--- src/rtl/atacb_consts.svh ---
// constants of the vendor ATA command block executor
// assumes inclusion by bare name from the rtl folder
`ifndef ATACB_CONSTS_SVH
`define ATACB_CONSTS_SVH

`define ATACB_BLOCK_LEN 5'h10
`define ATACB_LAST_BYTE 4'hF
`define ATACB_SUBCMD 8'h24
`define ATACB_OFS_SIG 4'h0
`define ATACB_OFS_SUB 4'h1
`define ATACB_OFS_ACT 4'h2
`define ATACB_OFS_MASK 4'h3
`define ATACB_OFS_BCNT 4'h4
`define ATACB_OFS_WDATA 4'h5
`define ATACB_OFS_DEVREG 4'hB
`define ATACB_BIT_DEVSRC 5
`define ATACB_BIT_DERR 4
`define ATACB_BIT_PERR 3
`define ATACB_BIT_NOPOLL 2
`define ATACB_BIT_LATESEL 1
`define ATACB_BIT_READBACK 0
`define ATACB_BIT_DEV 4
`define ATACB_BIT_BSY 7
`define ATACB_IDX_CTL 3'h0
`define ATACB_IDX_DEV 3'h6
`define ATACB_IDX_CMD 3'h7
`define ATACB_ADDR_ALT 3'h6
`define ATACB_ADDR_DATA 3'h0
`define ATACB_STEPS 4'h8
`define ATACB_SECT_256 9'h100
`define ATACB_FIFO_W 8
`define ATACB_FIFO_D 16

`endif

--- src/rtl/atacb_pkg.sv ---
// types shared by the command block executor files
// assumes nothing of its surroundings
package atacb_pkg;
  typedef logic [7:0] atacb_byte_t;
  typedef enum logic [2:0] {
    ST_IDLE, ST_RECV, ST_CHECK, ST_POLL, ST_WR, ST_RD, ST_DATA, ST_DONE
  } atacb_state_t;
endpackage

--- src/rtl/atacb_exec.sv ---
// vendor ATA command block executor: parses a 16-byte block and
// runs it on a task-file register port, returning data via a fifo
// assumes one clock, synchronous inputs, one task-file access at a time
//
// Summary of operation
// - act only on matching signature and subcommand
// - drive bit from startup unit or byte 0x0B
// - halt data on drive error unless ignored
// - halt data on phase error unless ignored
// - poll alternate status until not busy
// - drive select before or after register writes
// - read-back reads chosen registers, index 7 read as status
// - read-back bytes ordered alt status to status
// - chosen registers accessed in ascending order, drive select excepted
// - read-back always eight bytes, zeros unchosen
// - block count power of two, zero means 256
// - bytes 5 to 12 carry register write data
// - write bytes map control through command register
`timescale 1ns/1ps
`default_nettype none
`include "atacb_consts.svh"
module atacb_exec (
  input wire logic i_clk,
  input wire logic i_reset,
  input wire logic i_ce,
  input wire atacb_pkg::atacb_byte_t i_signature,
  input wire logic i_lun_dev,
  input wire logic i_cmd_valid,
  input wire atacb_pkg::atacb_byte_t i_cmd_byte,
  output logic o_cmd_ready,
  input wire logic [15:0] i_xfer_len,
  output logic o_tf_req,
  output logic o_tf_write,
  output logic o_tf_ctl,
  output logic [2:0] o_tf_addr,
  output atacb_pkg::atacb_byte_t o_tf_wdata,
  input wire logic i_tf_ack,
  input wire atacb_pkg::atacb_byte_t i_tf_rdata,
  input wire logic i_drive_error,
  input wire logic i_phase_error,
  output logic o_rd_valid,
  output atacb_pkg::atacb_byte_t o_rd_data,
  input wire logic i_rd_ready,
  output logic [8:0] o_block_sectors,
  output logic o_busy,
  output logic o_done,
  output logic o_failed,
  output logic o_not_vendor
);
  import atacb_pkg::*;

  atacb_state_t st_r, st_nxt;           // sequencer state
  atacb_byte_t cb_r [16];               // received command block
  atacb_byte_t cb_nxt [16];
  logic [3:0] cnt_r, cnt_nxt;           // receive byte count
  logic [3:0] step_r, step_nxt;         // register access step
  logic [15:0] len_r, len_nxt;          // data bytes left
  logic req_nxt, wr_nxt, ctl_nxt;       // task-file port next values
  logic [2:0] addr_nxt;
  atacb_byte_t wdata_nxt;
  logic [8:0] sect_nxt;
  logic done_nxt, fail_nxt, nv_nxt;
  logic push;                           // fifo write strobe
  atacb_byte_t push_data;
  logic fifo_ready;
  logic [2:0] idx;                      // register index of this step
  logic vendor, bcnt_ok, acc_ok, halt;
  atacb_byte_t act, mask, bcnt;

  // action fields
  assign act = cb_r[`ATACB_OFS_ACT];
  assign mask = cb_r[`ATACB_OFS_MASK];
  assign bcnt = cb_r[`ATACB_OFS_BCNT];
  assign vendor = (cb_r[`ATACB_OFS_SIG] == i_signature) &&
                  (cb_r[`ATACB_OFS_SUB] == `ATACB_SUBCMD);
  assign bcnt_ok = ((bcnt & (bcnt - 8'h01)) == 8'h00);
  assign acc_ok = o_tf_req && i_tf_ack;
  // error halt unless the matching ignore flag is set
  assign halt = (i_drive_error && !act[`ATACB_BIT_DERR]) ||
                (i_phase_error && !act[`ATACB_BIT_PERR]);

  // step to register index; device select early or late
  always_comb begin
    idx = step_r[2:0];
    if (st_r == ST_WR) begin
      if (!act[`ATACB_BIT_LATESEL]) begin
        if (step_r == 4'h0) idx = `ATACB_IDX_DEV;
        else if (step_r < 4'h7) idx = 3'(step_r - 4'h1);
      end else if (step_r == 4'h6) begin
        idx = `ATACB_IDX_CMD;
      end else if (step_r == 4'h7) begin
        idx = `ATACB_IDX_DEV;
      end
    end
  end

  // main sequencer next state
  always_comb begin
    st_nxt = st_r;
    cb_nxt = cb_r;
    cnt_nxt = cnt_r;
    step_nxt = step_r;
    len_nxt = len_r;
    req_nxt = o_tf_req;
    wr_nxt = o_tf_write;
    ctl_nxt = o_tf_ctl;
    addr_nxt = o_tf_addr;
    wdata_nxt = o_tf_wdata;
    sect_nxt = o_block_sectors;
    done_nxt = 1'b0;
    fail_nxt = 1'b0;
    nv_nxt = 1'b0;
    push = 1'b0;
    push_data = 8'h00;
    case (st_r)
      // gather sixteen bytes
      ST_IDLE, ST_RECV: begin
        if (i_cmd_valid && o_cmd_ready) begin
          cb_nxt[cnt_r] = i_cmd_byte;
          cnt_nxt = cnt_r + 4'h1;
          st_nxt = (cnt_r == `ATACB_LAST_BYTE) ? ST_CHECK : ST_RECV;
        end
      end
      // decode block
      ST_CHECK: begin
        step_nxt = 4'h0;
        len_nxt = i_xfer_len;
        if (!vendor) begin
          nv_nxt = 1'b1;
          st_nxt = ST_IDLE;
        end else if (!bcnt_ok) begin
          done_nxt = 1'b1;
          fail_nxt = 1'b1;
          st_nxt = ST_IDLE;
        end else begin
          sect_nxt = (bcnt == 8'h00) ? `ATACB_SECT_256 : {1'b0, bcnt};
          if (act[`ATACB_BIT_NOPOLL]) begin
            st_nxt = act[`ATACB_BIT_READBACK] ? ST_RD : ST_WR;
          end else begin
            st_nxt = ST_POLL;
          end
        end
      end
      // read alternate status until busy clears
      ST_POLL: begin
        if (!o_tf_req) begin
          req_nxt = 1'b1;
          wr_nxt = 1'b0;
          ctl_nxt = 1'b1;
          addr_nxt = `ATACB_ADDR_ALT;
        end else if (acc_ok) begin
          req_nxt = 1'b0;
          if (!i_tf_rdata[`ATACB_BIT_BSY]) begin
            st_nxt = act[`ATACB_BIT_READBACK] ? ST_RD : ST_WR;
          end
        end
      end
      // write chosen registers from bytes 5 to 12
      ST_WR: begin
        if (step_r == `ATACB_STEPS) begin
          st_nxt = (len_r != 16'h0000) ? ST_DATA : ST_DONE;
        end else if (!mask[idx]) begin
          step_nxt = step_r + 4'h1;
        end else if (!o_tf_req) begin
          req_nxt = 1'b1;
          wr_nxt = 1'b1;
          ctl_nxt = (idx == `ATACB_IDX_CTL);
          addr_nxt = (idx == `ATACB_IDX_CTL) ? `ATACB_ADDR_ALT : idx;
          wdata_nxt = cb_r[`ATACB_OFS_WDATA + 4'(idx)];
          if (idx == `ATACB_IDX_DEV && !act[`ATACB_BIT_DEVSRC]) begin
            wdata_nxt[`ATACB_BIT_DEV] = i_lun_dev;
          end
        end else if (acc_ok) begin
          req_nxt = 1'b0;
          step_nxt = step_r + 4'h1;
        end
      end
      // read-back of eight bytes, zero for unchosen
      ST_RD: begin
        if (step_r == `ATACB_STEPS) begin
          st_nxt = ST_DONE;
        end else if (!mask[idx]) begin
          if (fifo_ready) begin
            push = 1'b1;
            step_nxt = step_r + 4'h1;
          end
        end else if (!o_tf_req) begin
          if (fifo_ready) begin
            req_nxt = 1'b1;
            wr_nxt = 1'b0;
            ctl_nxt = (idx == `ATACB_IDX_CTL);
            addr_nxt = (idx == `ATACB_IDX_CTL) ? `ATACB_ADDR_ALT : idx;
          end
        end else if (acc_ok) begin
          req_nxt = 1'b0;
          push = 1'b1;
          push_data = i_tf_rdata;
          step_nxt = step_r + 4'h1;
        end
      end
      // data-in phase, one byte per data register read
      ST_DATA: begin
        if (!o_tf_req) begin
          if (fifo_ready) begin
            req_nxt = 1'b1;
            wr_nxt = 1'b0;
            ctl_nxt = 1'b0;
            addr_nxt = `ATACB_ADDR_DATA;
          end
        end else if (acc_ok) begin
          req_nxt = 1'b0;
          push = 1'b1;
          push_data = i_tf_rdata;
          len_nxt = len_r - 16'h0001;
          if (halt) begin
            done_nxt = 1'b1;
            fail_nxt = 1'b1;
            st_nxt = ST_IDLE;
          end else if (len_r == 16'h0001) begin
            st_nxt = ST_DONE;
          end
        end
      end
      // good completion
      ST_DONE: begin
        done_nxt = 1'b1;
        st_nxt = ST_IDLE;
      end
      default: begin
        st_nxt = ST_IDLE;
      end
    endcase
    if (st_nxt == ST_IDLE && st_r != ST_IDLE && st_r != ST_RECV) begin
      cnt_nxt = 4'h0;
    end
  end

  // register everything
  always_ff @(posedge i_clk) begin
    if (i_reset) begin
      st_r <= ST_IDLE;
      for (int i = 0; i < 16; i++) cb_r[i] <= 8'h00;
      cnt_r <= 4'h0;
      step_r <= 4'h0;
      len_r <= 16'h0000;
      o_tf_req <= 1'b0;
      o_tf_write <= 1'b0;
      o_tf_ctl <= 1'b0;
      o_tf_addr <= 3'h0;
      o_tf_wdata <= 8'h00;
      o_block_sectors <= `ATACB_SECT_256;
      o_done <= 1'b0;
      o_failed <= 1'b0;
      o_not_vendor <= 1'b0;
      o_busy <= 1'b0;
      o_cmd_ready <= 1'b0;
    end else if (i_ce) begin
      st_r <= st_nxt;
      cb_r <= cb_nxt;
      cnt_r <= cnt_nxt;
      step_r <= step_nxt;
      len_r <= len_nxt;
      o_tf_req <= req_nxt;
      o_tf_write <= wr_nxt;
      o_tf_ctl <= ctl_nxt;
      o_tf_addr <= addr_nxt;
      o_tf_wdata <= wdata_nxt;
      o_block_sectors <= sect_nxt;
      o_done <= done_nxt;
      o_failed <= fail_nxt;
      o_not_vendor <= nv_nxt;
      o_busy <= (st_nxt != ST_IDLE);
      o_cmd_ready <= (st_nxt == ST_IDLE || st_nxt == ST_RECV);
    end
  end

  // return data buffer
  atacb_fifo #(.W(`ATACB_FIFO_W), .D(`ATACB_FIFO_D)) u_fifo (
    .i_clk(i_clk),
    .i_reset(i_reset),
    .i_ce(i_ce),
    .i_in_valid(push),
    .i_in_data(push_data),
    .o_in_ready(fifo_ready),
    .o_out_valid(o_rd_valid),
    .o_out_data(o_rd_data),
    .i_out_ready(i_rd_ready)
  );

  a_sig_mismatch: assert property (@(posedge i_clk)
    disable iff (i_reset || !i_ce)
    (st_r == ST_CHECK && !vendor) |=> (o_not_vendor && !o_done))
    else $error("foreign block not passed on");
  a_bad_count: assert property (@(posedge i_clk)
    disable iff (i_reset || !i_ce)
    (st_r == ST_CHECK && vendor && !bcnt_ok) |=> (o_done && o_failed))
    else $error("illegal block count not failed");
  a_dev_source: assert property (@(posedge i_clk)
    disable iff (i_reset || !i_ce)
    (o_tf_req && o_tf_write && !o_tf_ctl && o_tf_addr == `ATACB_IDX_DEV)
    |-> (o_tf_wdata[`ATACB_BIT_DEV] == (act[`ATACB_BIT_DEVSRC] ?
         cb_r[`ATACB_OFS_DEVREG][`ATACB_BIT_DEV] : i_lun_dev)))
    else $error("drive bit from wrong source");
  a_readback_nowr: assert property (@(posedge i_clk)
    disable iff (i_reset || !i_ce)
    (st_r == ST_RD) |-> !(o_tf_req && o_tf_write))
    else $error("write during read-back");
  a_poll_busy: assert property (@(posedge i_clk)
    disable iff (i_reset || !i_ce)
    (st_r == ST_POLL && acc_ok && i_tf_rdata[`ATACB_BIT_BSY])
    |=> (st_r == ST_POLL))
    else $error("left poll while busy");
  a_early_select: assert property (@(posedge i_clk)
    disable iff (i_reset || !i_ce)
    (st_r == ST_WR && step_r == 4'h0 && o_tf_req &&
     !act[`ATACB_BIT_LATESEL]) |-> (o_tf_addr == `ATACB_IDX_DEV && !o_tf_ctl))
    else $error("drive select not first");
  a_halt_error: assert property (@(posedge i_clk)
    disable iff (i_reset || !i_ce)
    (st_r == ST_DATA && acc_ok && i_drive_error &&
     !act[`ATACB_BIT_DERR]) |=> (o_done && o_failed ##1 st_r == ST_IDLE))
    else $error("drive error did not halt");
  a_zero_fill: assert property (@(posedge i_clk)
    disable iff (i_reset || !i_ce)
    (st_r == ST_RD && push && !mask[idx]) |-> (push_data == 8'h00))
    else $error("unchosen read-back byte not zero");
  a_sect_decode: assert property (@(posedge i_clk)
    disable iff (i_reset || !i_ce)
    (st_r == ST_CHECK && vendor && bcnt == 8'h00) |=>
    (o_block_sectors == `ATACB_SECT_256))
    else $error("zero count not 256 sectors");
endmodule
`default_nettype wire

--- src/rtl/atacb_fifo.sv ---
// shift-register fifo; the head entry is the output register
// assumes one clock, synchronous reset, clock enable freezes all
`timescale 1ns/1ps
`default_nettype none
module atacb_fifo #(
  parameter int W = 8,
  parameter int D = 16
) (
  input wire logic i_clk,
  input wire logic i_reset,
  input wire logic i_ce,
  input wire logic i_in_valid,
  input wire logic [W-1:0] i_in_data,
  output logic o_in_ready,
  output logic o_out_valid,
  output logic [W-1:0] o_out_data,
  input wire logic i_out_ready
);
  localparam int CW = $clog2(D + 1);
  logic [W-1:0] q_r [D];       // entries, 0 is head
  logic [W-1:0] q_nxt [D];
  logic [CW-1:0] cnt_r;        // fill level
  logic [CW-1:0] cnt_nxt;
  logic push;
  logic pop;

  // handshakes
  assign push = i_in_valid && o_in_ready;
  assign pop = o_out_valid && i_out_ready;
  assign o_out_data = q_r[0];

  // per entry: shift on pop, write at the tail on push
  genvar g;
  for (g = 0; g < D; g++) begin : g_ent
    always_comb begin
      q_nxt[g] = q_r[g];
      if (pop) begin
        q_nxt[g] = (g < D - 1) ? q_r[(g < D - 1) ? g + 1 : g] : q_r[g];
      end
      if (push && (CW'(g) == (pop ? cnt_r - CW'(1) : cnt_r))) begin
        q_nxt[g] = i_in_data;
      end
    end
    always_ff @(posedge i_clk) begin
      if (i_ce) begin
        q_r[g] <= q_nxt[g];
      end
    end
  end

  // level and flags
  always_comb begin
    cnt_nxt = cnt_r;
    if (push && !pop) cnt_nxt = cnt_r + CW'(1);
    else if (pop && !push) cnt_nxt = cnt_r - CW'(1);
  end

  always_ff @(posedge i_clk) begin
    if (i_reset) begin
      cnt_r <= '0;
      o_out_valid <= 1'b0;
      o_in_ready <= 1'b0;
    end else if (i_ce) begin
      cnt_r <= cnt_nxt;
      o_out_valid <= (cnt_nxt != '0);
      o_in_ready <= (cnt_nxt != CW'(D));
    end
  end
endmodule
`default_nettype wire

--- config.mk ---
export PLATFORM = sky130hd
export DESIGN_NAME = atacb_exec
export DESIGN_NICKNAME = d
export VERILOG_FILES = /design/src/rtl/atacb_pkg.sv /design/src/rtl/atacb_exec.sv /design/src/rtl/atacb_fifo.sv
export VERILOG_INCLUDE_DIRS = /design/src /design/src/rtl
export SDC_FILE = /design/constraint.sdc
export NUM_CORES = 1
export LEC_CHECK = 0
export BUFFER_PORTS_ARGS = -buffer_cell sky130_fd_sc_hd__clkbuf_2
export CORE_ASPECT_RATIO = 1.25
export CORE_MARGIN = 4
export CORE_UTILIZATION = 55
export DETAILED_ROUTE_END_ITERATION = 10
export GPL_ROUTABILITY_DRIVEN = 0
export GPL_TIMING_DRIVEN = 0
export PLACE_DENSITY = 0.72
export SLEW_MARGIN = 20
export SYNTH_ARGS = -nofsm -noshare
export SYNTH_HDL_FRONTEND = slang
export SYNTH_SLANG_ARGS = --single-unit
--- constraint.sdc ---
create_clock -name i_clk -period 3.9 [get_ports i_clk]
set_input_delay 0 -clock i_clk [delete_from_list [all_inputs] [get_ports i_clk]]
set_output_delay 0 -clock i_clk [all_outputs]
set_load 0.005 [all_outputs]
Word-level counts from Yosys, hierarchy flattened --
Memory sizes are Yosys's and may differ from the RTL's. Cells that the tools add are included.
Storage, ports and cells: register bits 190, bits in latches 0, RAM bits 128, bits in read-only memories 0, input bits 49, output and inout port bits 37, logic and storage cells 303, memories 1
Operators by class: $add $sub $neg 8, multiply operators 0, divide/modulo/power cells 0, $lt $le $gt $ge 5, equality and inequality tests 46, shifts and indexed selects 0, muxes and demuxes 142, bitwise operators 5, reductions and logical operators 62
Memories:
- u_fifo.q_r | depth 16, width 8, read ports 16, clocked after Yosys merged registers in 0, write ports 16, RTL line atacb_fifo.sv:20 | logic [W-1:0] q_r [D];
Operators by type and width (count):
- $mux W8 | 38
- $bwmux W128 | 1
- $mux W3 | 30
- $mux W1 | 42
- $eq A4 B5 Y1 const A | 8
- $mux W4 | 10
- $bmux W8 S4 | 1
- $demux W8 S4 | 1
- $mux W16 | 2
- $pmux W16 S2 | 1
- $logic_and A1 B1 Y1 | 29
- $pmux W3 S7 | 1
- $eq A3 B5 Y1 const A | 4
- $ne A2 B2 Y1 const B | 9
- $eq A16 B1 Y1 const B | 1
- $logic_not A8 Y1 | 2
- $pmux W8 S2 | 1
- $reduce_bool A16 Y1 | 1
- $sub A16 B1 Y16 const B | 1
- $eq A3 B3 Y1 const B | 5
- $mux W5 | 3
- $pmux W1 S4 | 3
- $pmux W3 S4 | 1
- $pmux W4 S3 | 1
- other kinds (46) | 72

Longest topological paths before layout --
Gate-level depths: netlist (run 1).
depth in word-level cells 16, gate-level depth with buffers 14, gate-level depth less buffers 12

By module --
From an unflattened synthesis (run 1), not the netlist that was laid out.
Unflattened totals: cell total of the unflattened synthesis 1379, area, all modules 15381.0 um2
Modules (own cells, without submodules):
- atacb_exec | times used 1, cells each 975, area each 9052.4 um2, seq. area each 3663.5 um2
- atacb_fifo | times used 1, cells each 404, area each 6328.6 um2, seq. area each 3983.8 um2

Worst setup path after synthesis (run 1) --
No wires, ideal clock.
kind register to register, from register step_r[0], to register o_tf_wdata[0], library setup time 128 ps, arrival time 4151 ps, data required time 3772 ps, path slack -379 ps, stages on the path, launching flop included 15, buffers on the path 4, period minus slack after synthesis 4279 ps, cell sequence dfxtp_1 inv_1 ha_1 nor3b_1 a41o_1 a211oi_2 clkbuf_1 ha_1 clkbuf_1 clkbuf_1 clkbuf_1 mux4_2 mux4_2 mux2i_1 nor2_1
Between the ends: cells in the longest elaborated chain, start to end 10, elaborated cells on any way between the ends 21, classes of those cells add/sub (2); order compare (1); eq/ne (3); mux (11); bitwise (2); reduce/logical (2)
RTL lines:
- start: declaration | RTL line atacb_exec.sv:56 | logic [3:0] step_r, step_nxt;
- start signal: assignment | RTL line atacb_exec.sv:261 | step_r <= step_nxt;
- $lt A4 B3 Y1 (tied with other cells) | RTL line atacb_exec.sv:88 | else if (step_r < 4'h7) idx = 3'(step_r - 4'h1);
- $mux W3 (on tied branches) | RTL line atacb_exec.sv:88, atacb_exec.sv:91
- $mux W3 (on tied branches) | RTL line atacb_exec.sv:87, atacb_exec.sv:89
- $mux W3 | RTL line atacb_exec.sv:86 | if (!act[`ATACB_BIT_LATESEL]) begin
- $mux W3 | RTL line atacb_exec.sv:85 | if (st_r == ST_WR) begin
- $add A3 B3 Y4 (no line)
- $not A4 Y5 | RTL line atacb_exec.sv:169 | wdata_nxt = cb_r[`ATACB_OFS_WDATA + 4'(idx)];
- $bmux W8 S4 | RTL line atacb_exec.sv:169
- $mux W8 (2 in a row) | RTL line atacb_exec.sv:169
- end signal: assignment | RTL line atacb_exec.sv:267 | o_tf_wdata <= wdata_nxt;
- end: declaration | RTL line atacb_exec.sv:36 | output atacb_pkg::atacb_byte_t o_tf_wdata,
Parallel ways exist; a longest one is shown, timed or not. The select of a mux whose other input is x is not followed. A chain may end at the register's enable or synchronous reset.

==> results of run 1 <==
## final timing paths
| path | depth (start not counted) | to | slack (ps) |
|---|---|---|---|
| max | 13 | u_fifo.q_r[5][6] | 60 |
| min | 7 | o_cmd_ready | 90 |
| max reg2reg | 13 | u_fifo.q_r[5][6] | 60 |
| min reg2reg | 2 | o_tf_addr[0] | 460 |
## worst max-delay path: cells and delay by family (launching register included)
family | cells | cell delay (ps)
simple gates | 4 | 1070
flops | 1 | 370
compound gates | 4 | 1200
mux | 1 | 350
buf+inv | 3 | 380
fa+ha+maj | 1 | 190
## cell families after synthesis
family,count (synthesis)
fa+ha+maj,17
xor+xnor,24
simple gates,385
flops,318
mux,305
buf+inv,125
compound gates,177
## power by group through the flow
| stage | combinational [mW] | clock, mW | sequential (mW) |
|---|---|---|---|
| after floorplan | 0.351 | 0 | 3.58 |
| after global placement | 0.505 | 0 | 3.59 |
| after detailed placement | 0.514 | 0 | 3.59 |
| after CTS | 0.571 | 2.91 | 3.52 |
| after global routing | 0.655 | 3.06 | 3.52 |
| final | 0.615 | 2.88 | 3.52 |
## layout make-up
type	count	area share
sequential	318	0.4214
multi-input combinational	912	0.4193
timing repair buffer	134	0.05124
clock buffer	40	0.04566
buffer	96	0.02514
tap	350	0.02411
clock inverter	16	0.007025
inverter	28	0.006061
## through the flow
step	util	total power, mW	setup WS [ps]
after global routing	0.6590	7.232	-56.30
after global placement	0.5896	4.095	-768.4
after CTS	0.6471	6.997	0.01643
final	0.6590	7.013	60.36
after detailed placement	0.5896	4.107	-845.3
after floorplan	-	3.936	86.08
## sequential cells by signal (all words and copies together), names as in the netlist, 3 cells and up
signal,flops
step_r,4
len_r,16
act,8
u_fifo.cnt_r,5
cnt_r,4
o_block_sectors,9
st_r,3
o_tf_addr,3
mask,8
bcnt,8
u_fifo.q_r,128
cb_r,104
o_tf_wdata,8
## per-layer routing
metal,part of all wire,vias up,track usage
met1,0.40,5506,0.3292
met3,0.065,95,0.03037
li1,-,5304,-
met4,0.036,2,0.08862
met5,0.00033,-,0
met2,0.50,436,0.4317
## layout by cell type, fill, tap and decap left out, types with 28 or more instances in the layout
master / Yosys / routed
nand3_1: 45 / 44
clkbuf_2: 0 / 88
clkbuf_16: 0 / 31
dfxtp_1: 190 / 187
clkbuf_1: 69 / 66
buf_4: 11 / 30
mux4_2: 40 / 40
nor2_1: 188 / 186
mux2_2: 98 / 98
o21ai_0: 34 / 34
nand2_1: 46 / 44
dlygate4sd3_1: 0 / 28
a21oi_1: 44 / 39
edfxtp_1: 128 / 128
mux2i_1: 142 / 142
## timing repair
item	in CTS	in global routing
hold buffers	28	0
endpoints found under the setup margin	265	268
resized for setup	51	43
hold endpoints to repair	68	0
pin swaps	16	20
gates cloned	1	3
buffers inserted	8	15
==> results.json, run 1 <==
{
  "seq_area_frac_synth": 0.4968,
  "yosys-top-cells-area": "edfxtp_1 (25%), dfxtp_1 (25%), mux2i_1 (9.2%)",
  "cts_root_buffer": "clkbuf_16",
  "cts_tree": "built",
  "power_frac_seq": 0.502,
  "synth_compound_area_frac": 0.07844,
  "worstPathRequired_ps": 4190,
  "slew_headroom": -0.05928,
  "clk_pin_slew_ps": 60,
  "fin_area_um2": 18170,
  "synth_seq_cells": 318,
  "final_hold_viol_count": 0,
  "setup_viol_count_final": 0,
  "wire_per_inst_um": 21.11,
  "crit_path_max_fanout": 6,
  "final_net_count": 1585,
  "syn-num-nets": 1415,
  "drive_above_1_share": 0.2532,
  "synth_common_cells": "dfxtp_1 (190), nor2_1 (188), mux2i_1 (142)",
  "max_stage_delay_ps": 530,
  "grt_pass1_vias": 11370,
  "grt_overflow": 0,
  "yosysMostFrequentCell": "dfxtp_1",
  "die_y_um": 195.0,
  "totalWireLength_um": 39980,
  "path_class": "register to register",
  "startpoint": "step_r[1]",
  "area_growth_pct": 18.01,
  "ant_nets": 0,
  "cp.arrival_ps": 4130,
  "multiInputGateArea_um2": 7617,
  "fin_crit_sh": 0.9845,
  "p_leak_nw": 7.437,
  "async_reset_ff_frac": 0,
  "antenna_found_initial": 1,
  "drt_iter0_markers": 1136,
  "worstSetupStartpointType": "register",
  "cp_cell_sequence": "inv_1 > ha_2 > nor3b_1 > a41o_2 > a211oi_4 > clkinv_4 > a2111oi_4 > or4_1 > buf_4 > o21ai_4 > or3_4 > nor2_4 > mux2_1",
  "seq_area_um2": 7656,
  "dpl_cell_area_um2": 16250,
  "synth_top_family_by_area": "multiplexers",
  "netlist_instances": 1351,
  "synth_mux_area_frac": 0.2408,
  "syn_area_per_cell_um2": 11.39,
  "drtPass1Iterations": 5,
  "synth_xor_area_frac": 0.01366,
  "swShare": 0.2375,
  "critPathSlowestCell": "or3_4",
  "vias": 11343,
  "min_path_type": "primary input to register",
  "grt_max_degree": 15,
  "p_int_mw": 5.347,
  "powerDensity_nw_per_um2": 386.0,
  "synth_fa_ha_area_frac": 0.01349,
  "viasPerCell": 5.989,
  "final_cells": 1894,
  "dp_cells": 1784,
  "synth.distinct_cells": 79,
  "synth_top_area_frac": 0.2497,
  "cts_buffer_depth": 3,
  "core_area_um2": 27570,
  "synthSimpleGateAreaFrac": 0.1225,
  "clock.fmax_mhz": 260.4,
  "io-pin-count": 86,
  "drcViolationCount": 0,
  "port_buffers": 83,
  "grt_usage": 0.2522,
  "status": "complete, but fails checks",
  "fp.dieW_um": 157.6,
  "hpwlAfterDp_um": 27680,
  "tns_ps": 0,
  "initial_core_util": 0.5584,
  "worst_pin_slew_ps": 1582,
  "yosys_most_used_dff": "dfxtp_1",
  "yosys_warnings": 0,
  "slew_violations": 7,
  "die_area_um2": 30750,
  "worstSetupEndpointType": "register",
  "fillers": 2075,
  "ir_worst_vdd_v": 0.0003614,
  "maxCapViolCount": 1,
  "whs_ps": 89.73,
  "p_comb_frac": 0.088,
  "skew_ps": 24.33,
  "h-tree-depth": 1,
  "violations": "max-capacitance violations, max-slew violations",
  "clk_latency_ps": 560,
  "r2r_start": "step_r[1]",
  "cts_sinks": 318,
  "antenna_cells": 0,
  "synth-edff-count": 128,
  "netSwitchingPower_mw": 1.666,
  "clkPwrFrac": 0.411,
  "grt_pass1_wl_um": 61740,
  "synth_area_um2": 15390,
  "min_from": "i_tf_rdata[7]",
  "min_period_ps": 3840,
  "cts_inserted_buffers": 31,
  "synth_top_area_cell": "edfxtp_1",
  "std_cell_rows": 68
}
(Power assumes the default switching activity.)
==> run 2: changes to the inputs <==
- SKIP_LAST_GASP: default -> 1
- SYNTH_HIERARCHICAL: default -> 1
==> run 2 against run 1 <==
Net effect:
- the run ends with negative setup slack left
- final area grew 4.0%
- via count grew 3.5%
- combinational power grew 8.6%
==> results.json, run 2 <==
{
  "cts_sinks": 318,
  "synth_top_area_cell": "edfxtp_1",
  "critPathSlowestCell": "dfxtp_4",
  "yosysMostFrequentCell": "nor2_1",
  "viasPerCell": 6.011,
  "clk_pin_slew_ps": 60,
  "fp.dieW_um": 157.6,
  "cp.arrival_ps": 4370,
  "drtPass1Iterations": 7,
  "grt_pass1_vias": 11805,
  "synth_seq_cells": 318,
  "syn_area_per_cell_um2": 11.15,
  "netlist_instances": 1379,
  "critPathBufInv": 5,
  "area_growth_pct": 22.81,
  "final_net_count": 1642,
  "yosys-top-cells-area": "edfxtp_1 (25%), dfxtp_1 (25%), mux2i_1 (9.0%)",
  "vias": 11740,
  "drive_above_1_share": 0.2795,
  "min_period_ps": 4052,
  "async_reset_ff_frac": 0,
  "core_area_um2": 27570,
  "tns_ps": -9367,
  "whs_ps": 35.10,
  "syn-num-nets": 1443,
  "worstPathRequired_ps": 4210,
  "cts_inserted_buffers": 31,
  "crit_family": "simple AND/OR/NAND/NOR gates",
  "grt_max_degree": 17,
  "synth.distinct_cells": 75,
  "maxCapViolCount": 0,
  "crit_path_max_fanout": 9,
  "violations": "negative setup slack",
  "io-pin-count": 86,
  "final_hold_viol_count": 0,
  "final_cell_mix": "nor2_1 (191), dfxtp_1 (187), mux2i_1 (139)",
  "r2r_slack_ps": -150,
  "ir_worst_vdd_v": 0.0003894,
  "largest_reg_flops": 128,
  "synth_top_area_frac": 0.2499,
  "max_stage_delay_ps": 390,
  "layout_commonest_cell": "nor2_1",
  "die_y_um": 195.0,
  "clock.fmax_mhz": 246.8,
  "clk_latency_ps": 580,
  "synth_common_cells": "nor2_1 (194), dfxtp_1 (190), mux2i_1 (139)",
  "drt_iter0_markers": 877,
  "cp_cell_sequence": "inv_4 > ha_4 > buf_6 > nand2b_4 > a21oi_4 > o41ai_4 > buf_4 > and3_4 > a2111oi_4 > nor4_4 > nand3_2 > a21oi_4 > o21bai_4 > and2_4 > o21ai_4 > o21bai_4 > buf_4 > nor3_4 > buf_12 > mux2_2",
  "worst_pin_slew_ps": 958.4,
  "min_path_type": "primary input to register",
  "skew_ps": 23.27,
  "cts_tree": "built",
  "yosys_most_used_dff": "dfxtp_1",
  "rsz0062_at_grt": "yes",
  "powerDensity_nw_per_um2": 387.7,
  "totalWireLength_um": 42180,
  "die_area_um2": 30720,
  "setup_ws_ps": -151.6,
  "fin_crit_sh": 1.039,
  "synth_area_um2": 15380,
  "port_buffers": 84,
  "hpwlAfterDp_um": 28150,
  "fillers": 2046,
  "initial_core_util": 0.5580,
  "top_register": "u_fifo/q_r",
  "grt_usage": 0.2680,
  "slew_headroom": 0.3552,
  "setup_viol_count_final": 146,
  "antenna_found_initial": 0,
  "yosys_warnings": 6,
  "std_cell_rows": 68,
  "antenna_cells": 0,
  "worstSetupEndpointType": "register",
  "wire_per_inst_um": 21.60,
  "slew_violations": 0,
  "grt_overflow": 0,
  "p_leak_nw": 7.750,
  "grt_pass1_wl_um": 65050,
  "path_class": "register to register",
  "status": "complete, but fails checks",
  "drcViolationCount": 0,
  "synth-edff-count": 128,
  "cts_buffer_depth": 3,
  "ant_nets": 0,
  "seq_area_frac_synth": 0.4972,
  "worstSetupStartpointType": "register",
  "cts_root_buffer": "clkbuf_16",
  "reg.largest.list": "u_fifo/q_r (128), cb_r (104), len_r (16)",
  "h-tree-depth": 1
}
run 2: cell count changes after synthesis, moves of 9 or more:
cell     previous run  this run
xor2_1             15         6
nor3_1             11        20
and3_1              1        14
mux2_1             25         7
and2_1              5        19
a21oi_1            44        63
a22oi_1             5        23
mux2_2             98       114
run 2: power by group:
part / leakage, nW / total [mW] / internal [mW] / switching [mW]
clock: 0.528 / 3.13 / 1.81 / 1.32
sequential: 2.66 / 3.53 / 3.50 / 0.0316
combinational: 4.57 / 0.668 / 0.260 / 0.408
total: 7.75 / 7.32 / 5.57 / 1.76
run 2: stage by stage:
stage | instance area [um2] | utilization | total power, mW | cells | worst slack, ps
after floorplan | 15730 | - | 3.987 | 1379 | -434.3
after global placement | 16580 | 0.6016 | 4.163 | 1813 | -1291
after detailed placement | 16580 | 0.6016 | 4.173 | 1813 | -1421
after CTS | 18640 | 0.6763 | 7.336 | 1942 | -174.7
after global routing | 18890 | 0.6852 | 7.558 | 1953 | -320.6
final | 18890 | 0.6852 | 7.324 | 1953 | -151.6
run 2: cells by family after synthesis:
group	after synthesis	synth area share
xor gates and xnor gates	20	0.01139
buffers and inverters	116	0.03238
adders and majority gates	17	0.01350
and+or+nand+nor	417	0.1339
muxes	293	0.2269
AOI/OAI and AO/OA	198	0.08476
DFF	318	0.4972
run 2: worst paths after layout:
path,from,endpoint,depth (start not counted)
min reg2reg,o_block_sectors[1],o_block_sectors[1],2
max reg2reg,step_r[1],u_fifo/q_r[1][6],20
max,step_r[1],u_fifo/q_r[1][6],20
min,i_drive_error,o_failed,7
run 2: cell type report:
| cell class | instances | area (um2) | share of cell area |
|---|---|---|---|
| Inverter | 20 | 95.09 | 0.005034 |
| Buffer | 94 | 451.7 | 0.02391 |
| Tap cell | 350 | 437.9 | 0.02318 |
| Multi-Input combinational cell | 945 | 7846 | 0.4154 |
| Clock inverter | 16 | 152.6 | 0.008081 |
| Timing Repair Buffer | 168 | 1319 | 0.06981 |
| Clock buffer | 42 | 930.9 | 0.04928 |
| Sequential cell | 318 | 7656 | 0.4053 |
run 2: what timing repair did:
| item | 4_1_cts | 5_1_grt |
|---|---|---|
| pin swaps | 22 | 21 |
| setup endpoints to repair | 263 | 252 |
| hold endpoints to repair | 87 | 0 |
| cloned | 2 | 1 |
| setup buffers | 34 | 13 |
| gates resized for setup | 56 | 54 |
| hold buffers | 37 | 0 |
run 2: tightest hold or removal path: cells and delay by family:
family / cells / cell delay, ps
AO/OA/AOI/OAI: 3 / 220
buffers and inverters: 1 / 90
AND/OR/NAND/NOR: 3 / 250
run 2: per-layer routing:
| layer | global-route usage | wire, um | vias to the layer above |
|---|---|---|---|
| li1 | - | - | 5446 |
| met4 | 0.1183 | 2052 | 0 |
| met2 | 0.4782 | 22090 | 380 |
| met1 | 0.3193 | 16050 | 5790 |
| met5 | 0 | 0 | - |
| met3 | 0.03519 | 1985 | 124 |
==> run 3: changes to the inputs <==
- SETUP_SLACK_MARGIN: default -> 0.3
==> run 3 against run 2 <==
Net effect:
- the flow still finishes with violations (negative setup slack)
- critical path type unchanged
- final cell count is 0.41% higher
- power rose by 1.8%
- maximum frequency is 2.1% lower
- non-clock buffer count rose by 2
- worst hold slack got worse by 22 ps
- largest power group unchanged
- critical path depth up 1
- count of clock-buffer cells in the layout is 7 higher
- register-to-register slack got worse by 90 ps
- largest cell class unchanged
==> results.json, run 3 (synthesis gave the netlist of run 2 again) <==
{
  "powerDensity_nw_per_um2": 391.7,
  "final_net_count": 1649,
  "clock.fmax_mhz": 241.7,
  "ir_worst_vdd_v": 0.0004175,
  "top_register": "u_fifo/q_r",
  "setup_viol_count_final": 232,
  "multiInputGateArea_um2": 7807,
  "cp.arrival_ps": 4420,
  "p_leak_nw": 7.810,
  "final_cell_mix": "nor2_1 (190), dfxtp_1 (188), mux2i_1 (139)",
  "fin_crit_sh": 1.061,
  "rsz0062_at_grt": "yes",
  "totalWireLength_um": 42720,
  "r2r_cells": 21,
  "min_from": "i_tf_rdata[4]",
  "grt_pass1_wl_um": 65450,
  "viasPerCell": 6.041,
  "slew_headroom": 0.2093,
  "status": "complete, but fails checks",
  "slew_violations": 0,
  "h-tree-depth": 2,
  "drcViolationCount": 0,
  "antenna_found_initial": 0,
  "grt_overflow": 0,
  "dpl_cell_area_um2": 16600,
  "die_y_um": 195.0,
  "min_path_type": "primary input to register",
  "ant_nets": 0,
  "cp_cell_sequence": "inv_4 > ha_4 > or3b_1 > a2bb2oi_2 > o41ai_4 > and2_4 > buf_6 > clkinv_8 > a211oi_4 > nor4_4 > nand3_2 > a21oi_4 > o21bai_4 > and2_4 > buf_8 > o21ai_4 > o21bai_4 > buf_6 > nor3_4 > clkbuf_16 > mux2_4",
  "dp_cells": 1813,
  "min_period_ps": 4137,
  "cts_sinks": 318,
  "antenna_cells": 0,
  "grt_usage": 0.2711,
  "p_comb_frac": 0.090,
  "fin_area_um2": 19040,
  "cts_root_buffer": "clkbuf_16",
  "io-pin-count": 86,
  "area_growth_pct": 23.76,
  "min_to": "u_fifo/q_r[1][60]",
  "grt_max_degree": 15,
  "core_area_um2": 27570,
  "largest_reg_flops": 128,
  "reg.largest.list": "u_fifo/q_r (128), cb_r (104), len_r (16)",
  "netSwitchingPower_mw": 1.809,
  "max_stage_delay_ps": 380,
  "die_area_um2": 30720,
  "cts_buffer_depth": 3,
  "std_cell_rows": 68,
  "p_int_mw": 5.646,
  "r2r_slack_ps": -240,
  "final_cells": 1961,
  "power_frac_seq": 0.473,
  "final_hold_viol_count": 0,
  "seq_area_um2": 7655,
  "r2r_start": "step_r[0]",
  "drt_iter0_markers": 827,
  "port_buffers": 84,
  "vias": 11846,
  "path_class": "register to register",
  "clk_latency_ps": 530,
  "hold_depth": 2,
  "worst_pin_slew_ps": 1184,
  "layout_commonest_cell": "nor2_1",
  "fillers": 1993,
  "crit_family": "simple AND/OR/NAND/NOR gates",
  "cts_inserted_buffers": 34,
  "wire_per_inst_um": 21.79,
  "drtPass1Iterations": 6,
  "skew_ps": 25.42,
  "clk_pin_slew_ps": 60,
  "r2r-end": "u_fifo/q_r[1][2]",
  "fp.dieW_um": 157.6,
  "crit_path_max_fanout": 6,
  "setup_ws_ps": -237.3,
  "worstPathRequired_ps": 4190,
  "swShare": 0.2427,
  "critPathSlowestCell": "nor4_4",
  "initial_core_util": 0.5580,
  "grt_pass1_vias": 11836,
  "worstSetupEndpointType": "register",
  "violations": "negative setup slack",
  "worstSetupStartpointType": "register",
  "drive_above_1_share": 0.2787,
  "final_util": 0.6905,
  "clkPwrFrac": 0.437,
  "cts_tree": "built",
  "hpwlAfterDp_um": 27930,
  "maxCapViolCount": 0,
  "critPathBufInv": 6,
  "tns_ps": -28340
}
-- run 3: metal layers --
layer  GRT usage  wire, um  vias to the layer above
li1            -         -                     5471
met1      0.3244     16120                     5797
met2      0.4760     22170                      446
met3     0.03630      2118                      132
met4      0.1301      2315                        0
met5           0         0                        -
-- run 3: through the flow --
stage / setup WS (ps) / hold slack (ps) / power [mW]
global placement: -1330 / 247.0 / 4.161
finish: -237.3 / 12.74 / 7.456
global route: -382.6 / 18.86 / 7.699
detailed placement: -1393 / 251.3 / 4.172
floorplan: -434.3 / 69.07 / 3.989
CTS: -290.1 / 1.816 / 7.463
-- run 3: what timing repair did --
item                       4_1_cts  5_1_grt
setup endpoints to repair      272      264
setup buffers                   37        9
pin swaps                       21       22
resized for setup               44       53
cloned                           4        3
hold endpoints to repair        79        0
hold buffers                    33        0
-- run 3: how the worst max path moves through the flow --
stage / start / cells after the start / slack (ps) / to
3_3_place_gp: step_r[0] / 19 / -1330 / u_fifo/q_r[0][0]
4_1_cts: step_r[0] / 21 / -290 / u_fifo/q_r[0][19]
6_report: step_r[0] / 21 / -240 / u_fifo/q_r[1][2]
5_1_grt: step_r[0] / 21 / -380 / u_fifo/q_r[1][7]
3_5_place_dp: st_r[0] / 17 / -1390 / u_fifo/q_r[0][0]
2_1_floorplan: step_r[0] / 19 / -430 / u_fifo/q_r[0][0]
-- run 3: final cells by class --
cell class	count	share of cell area
inverter	20	0.004864
tap	350	0.02301
sequential	318	0.4021
multi-input combinational	947	0.4101
timing repair buffer	168	0.07441
clock inverter	13	0.007362
clock buffer	49	0.05298
buffer	96	0.02511
-- run 3: power groups by stage --
| stage | Sequential, mW | Clock (mW) | Combinational (mW) |
|---|---|---|---|
| after floorplan | 3.59 | 0 | 0.400 |
| after global placement | 3.60 | 0 | 0.564 |
| after detailed placement | 3.60 | 0 | 0.573 |
| after CTS | 3.53 | 3.30 | 0.633 |
| after global routing | 3.53 | 3.45 | 0.717 |
| final | 3.53 | 3.26 | 0.668 |
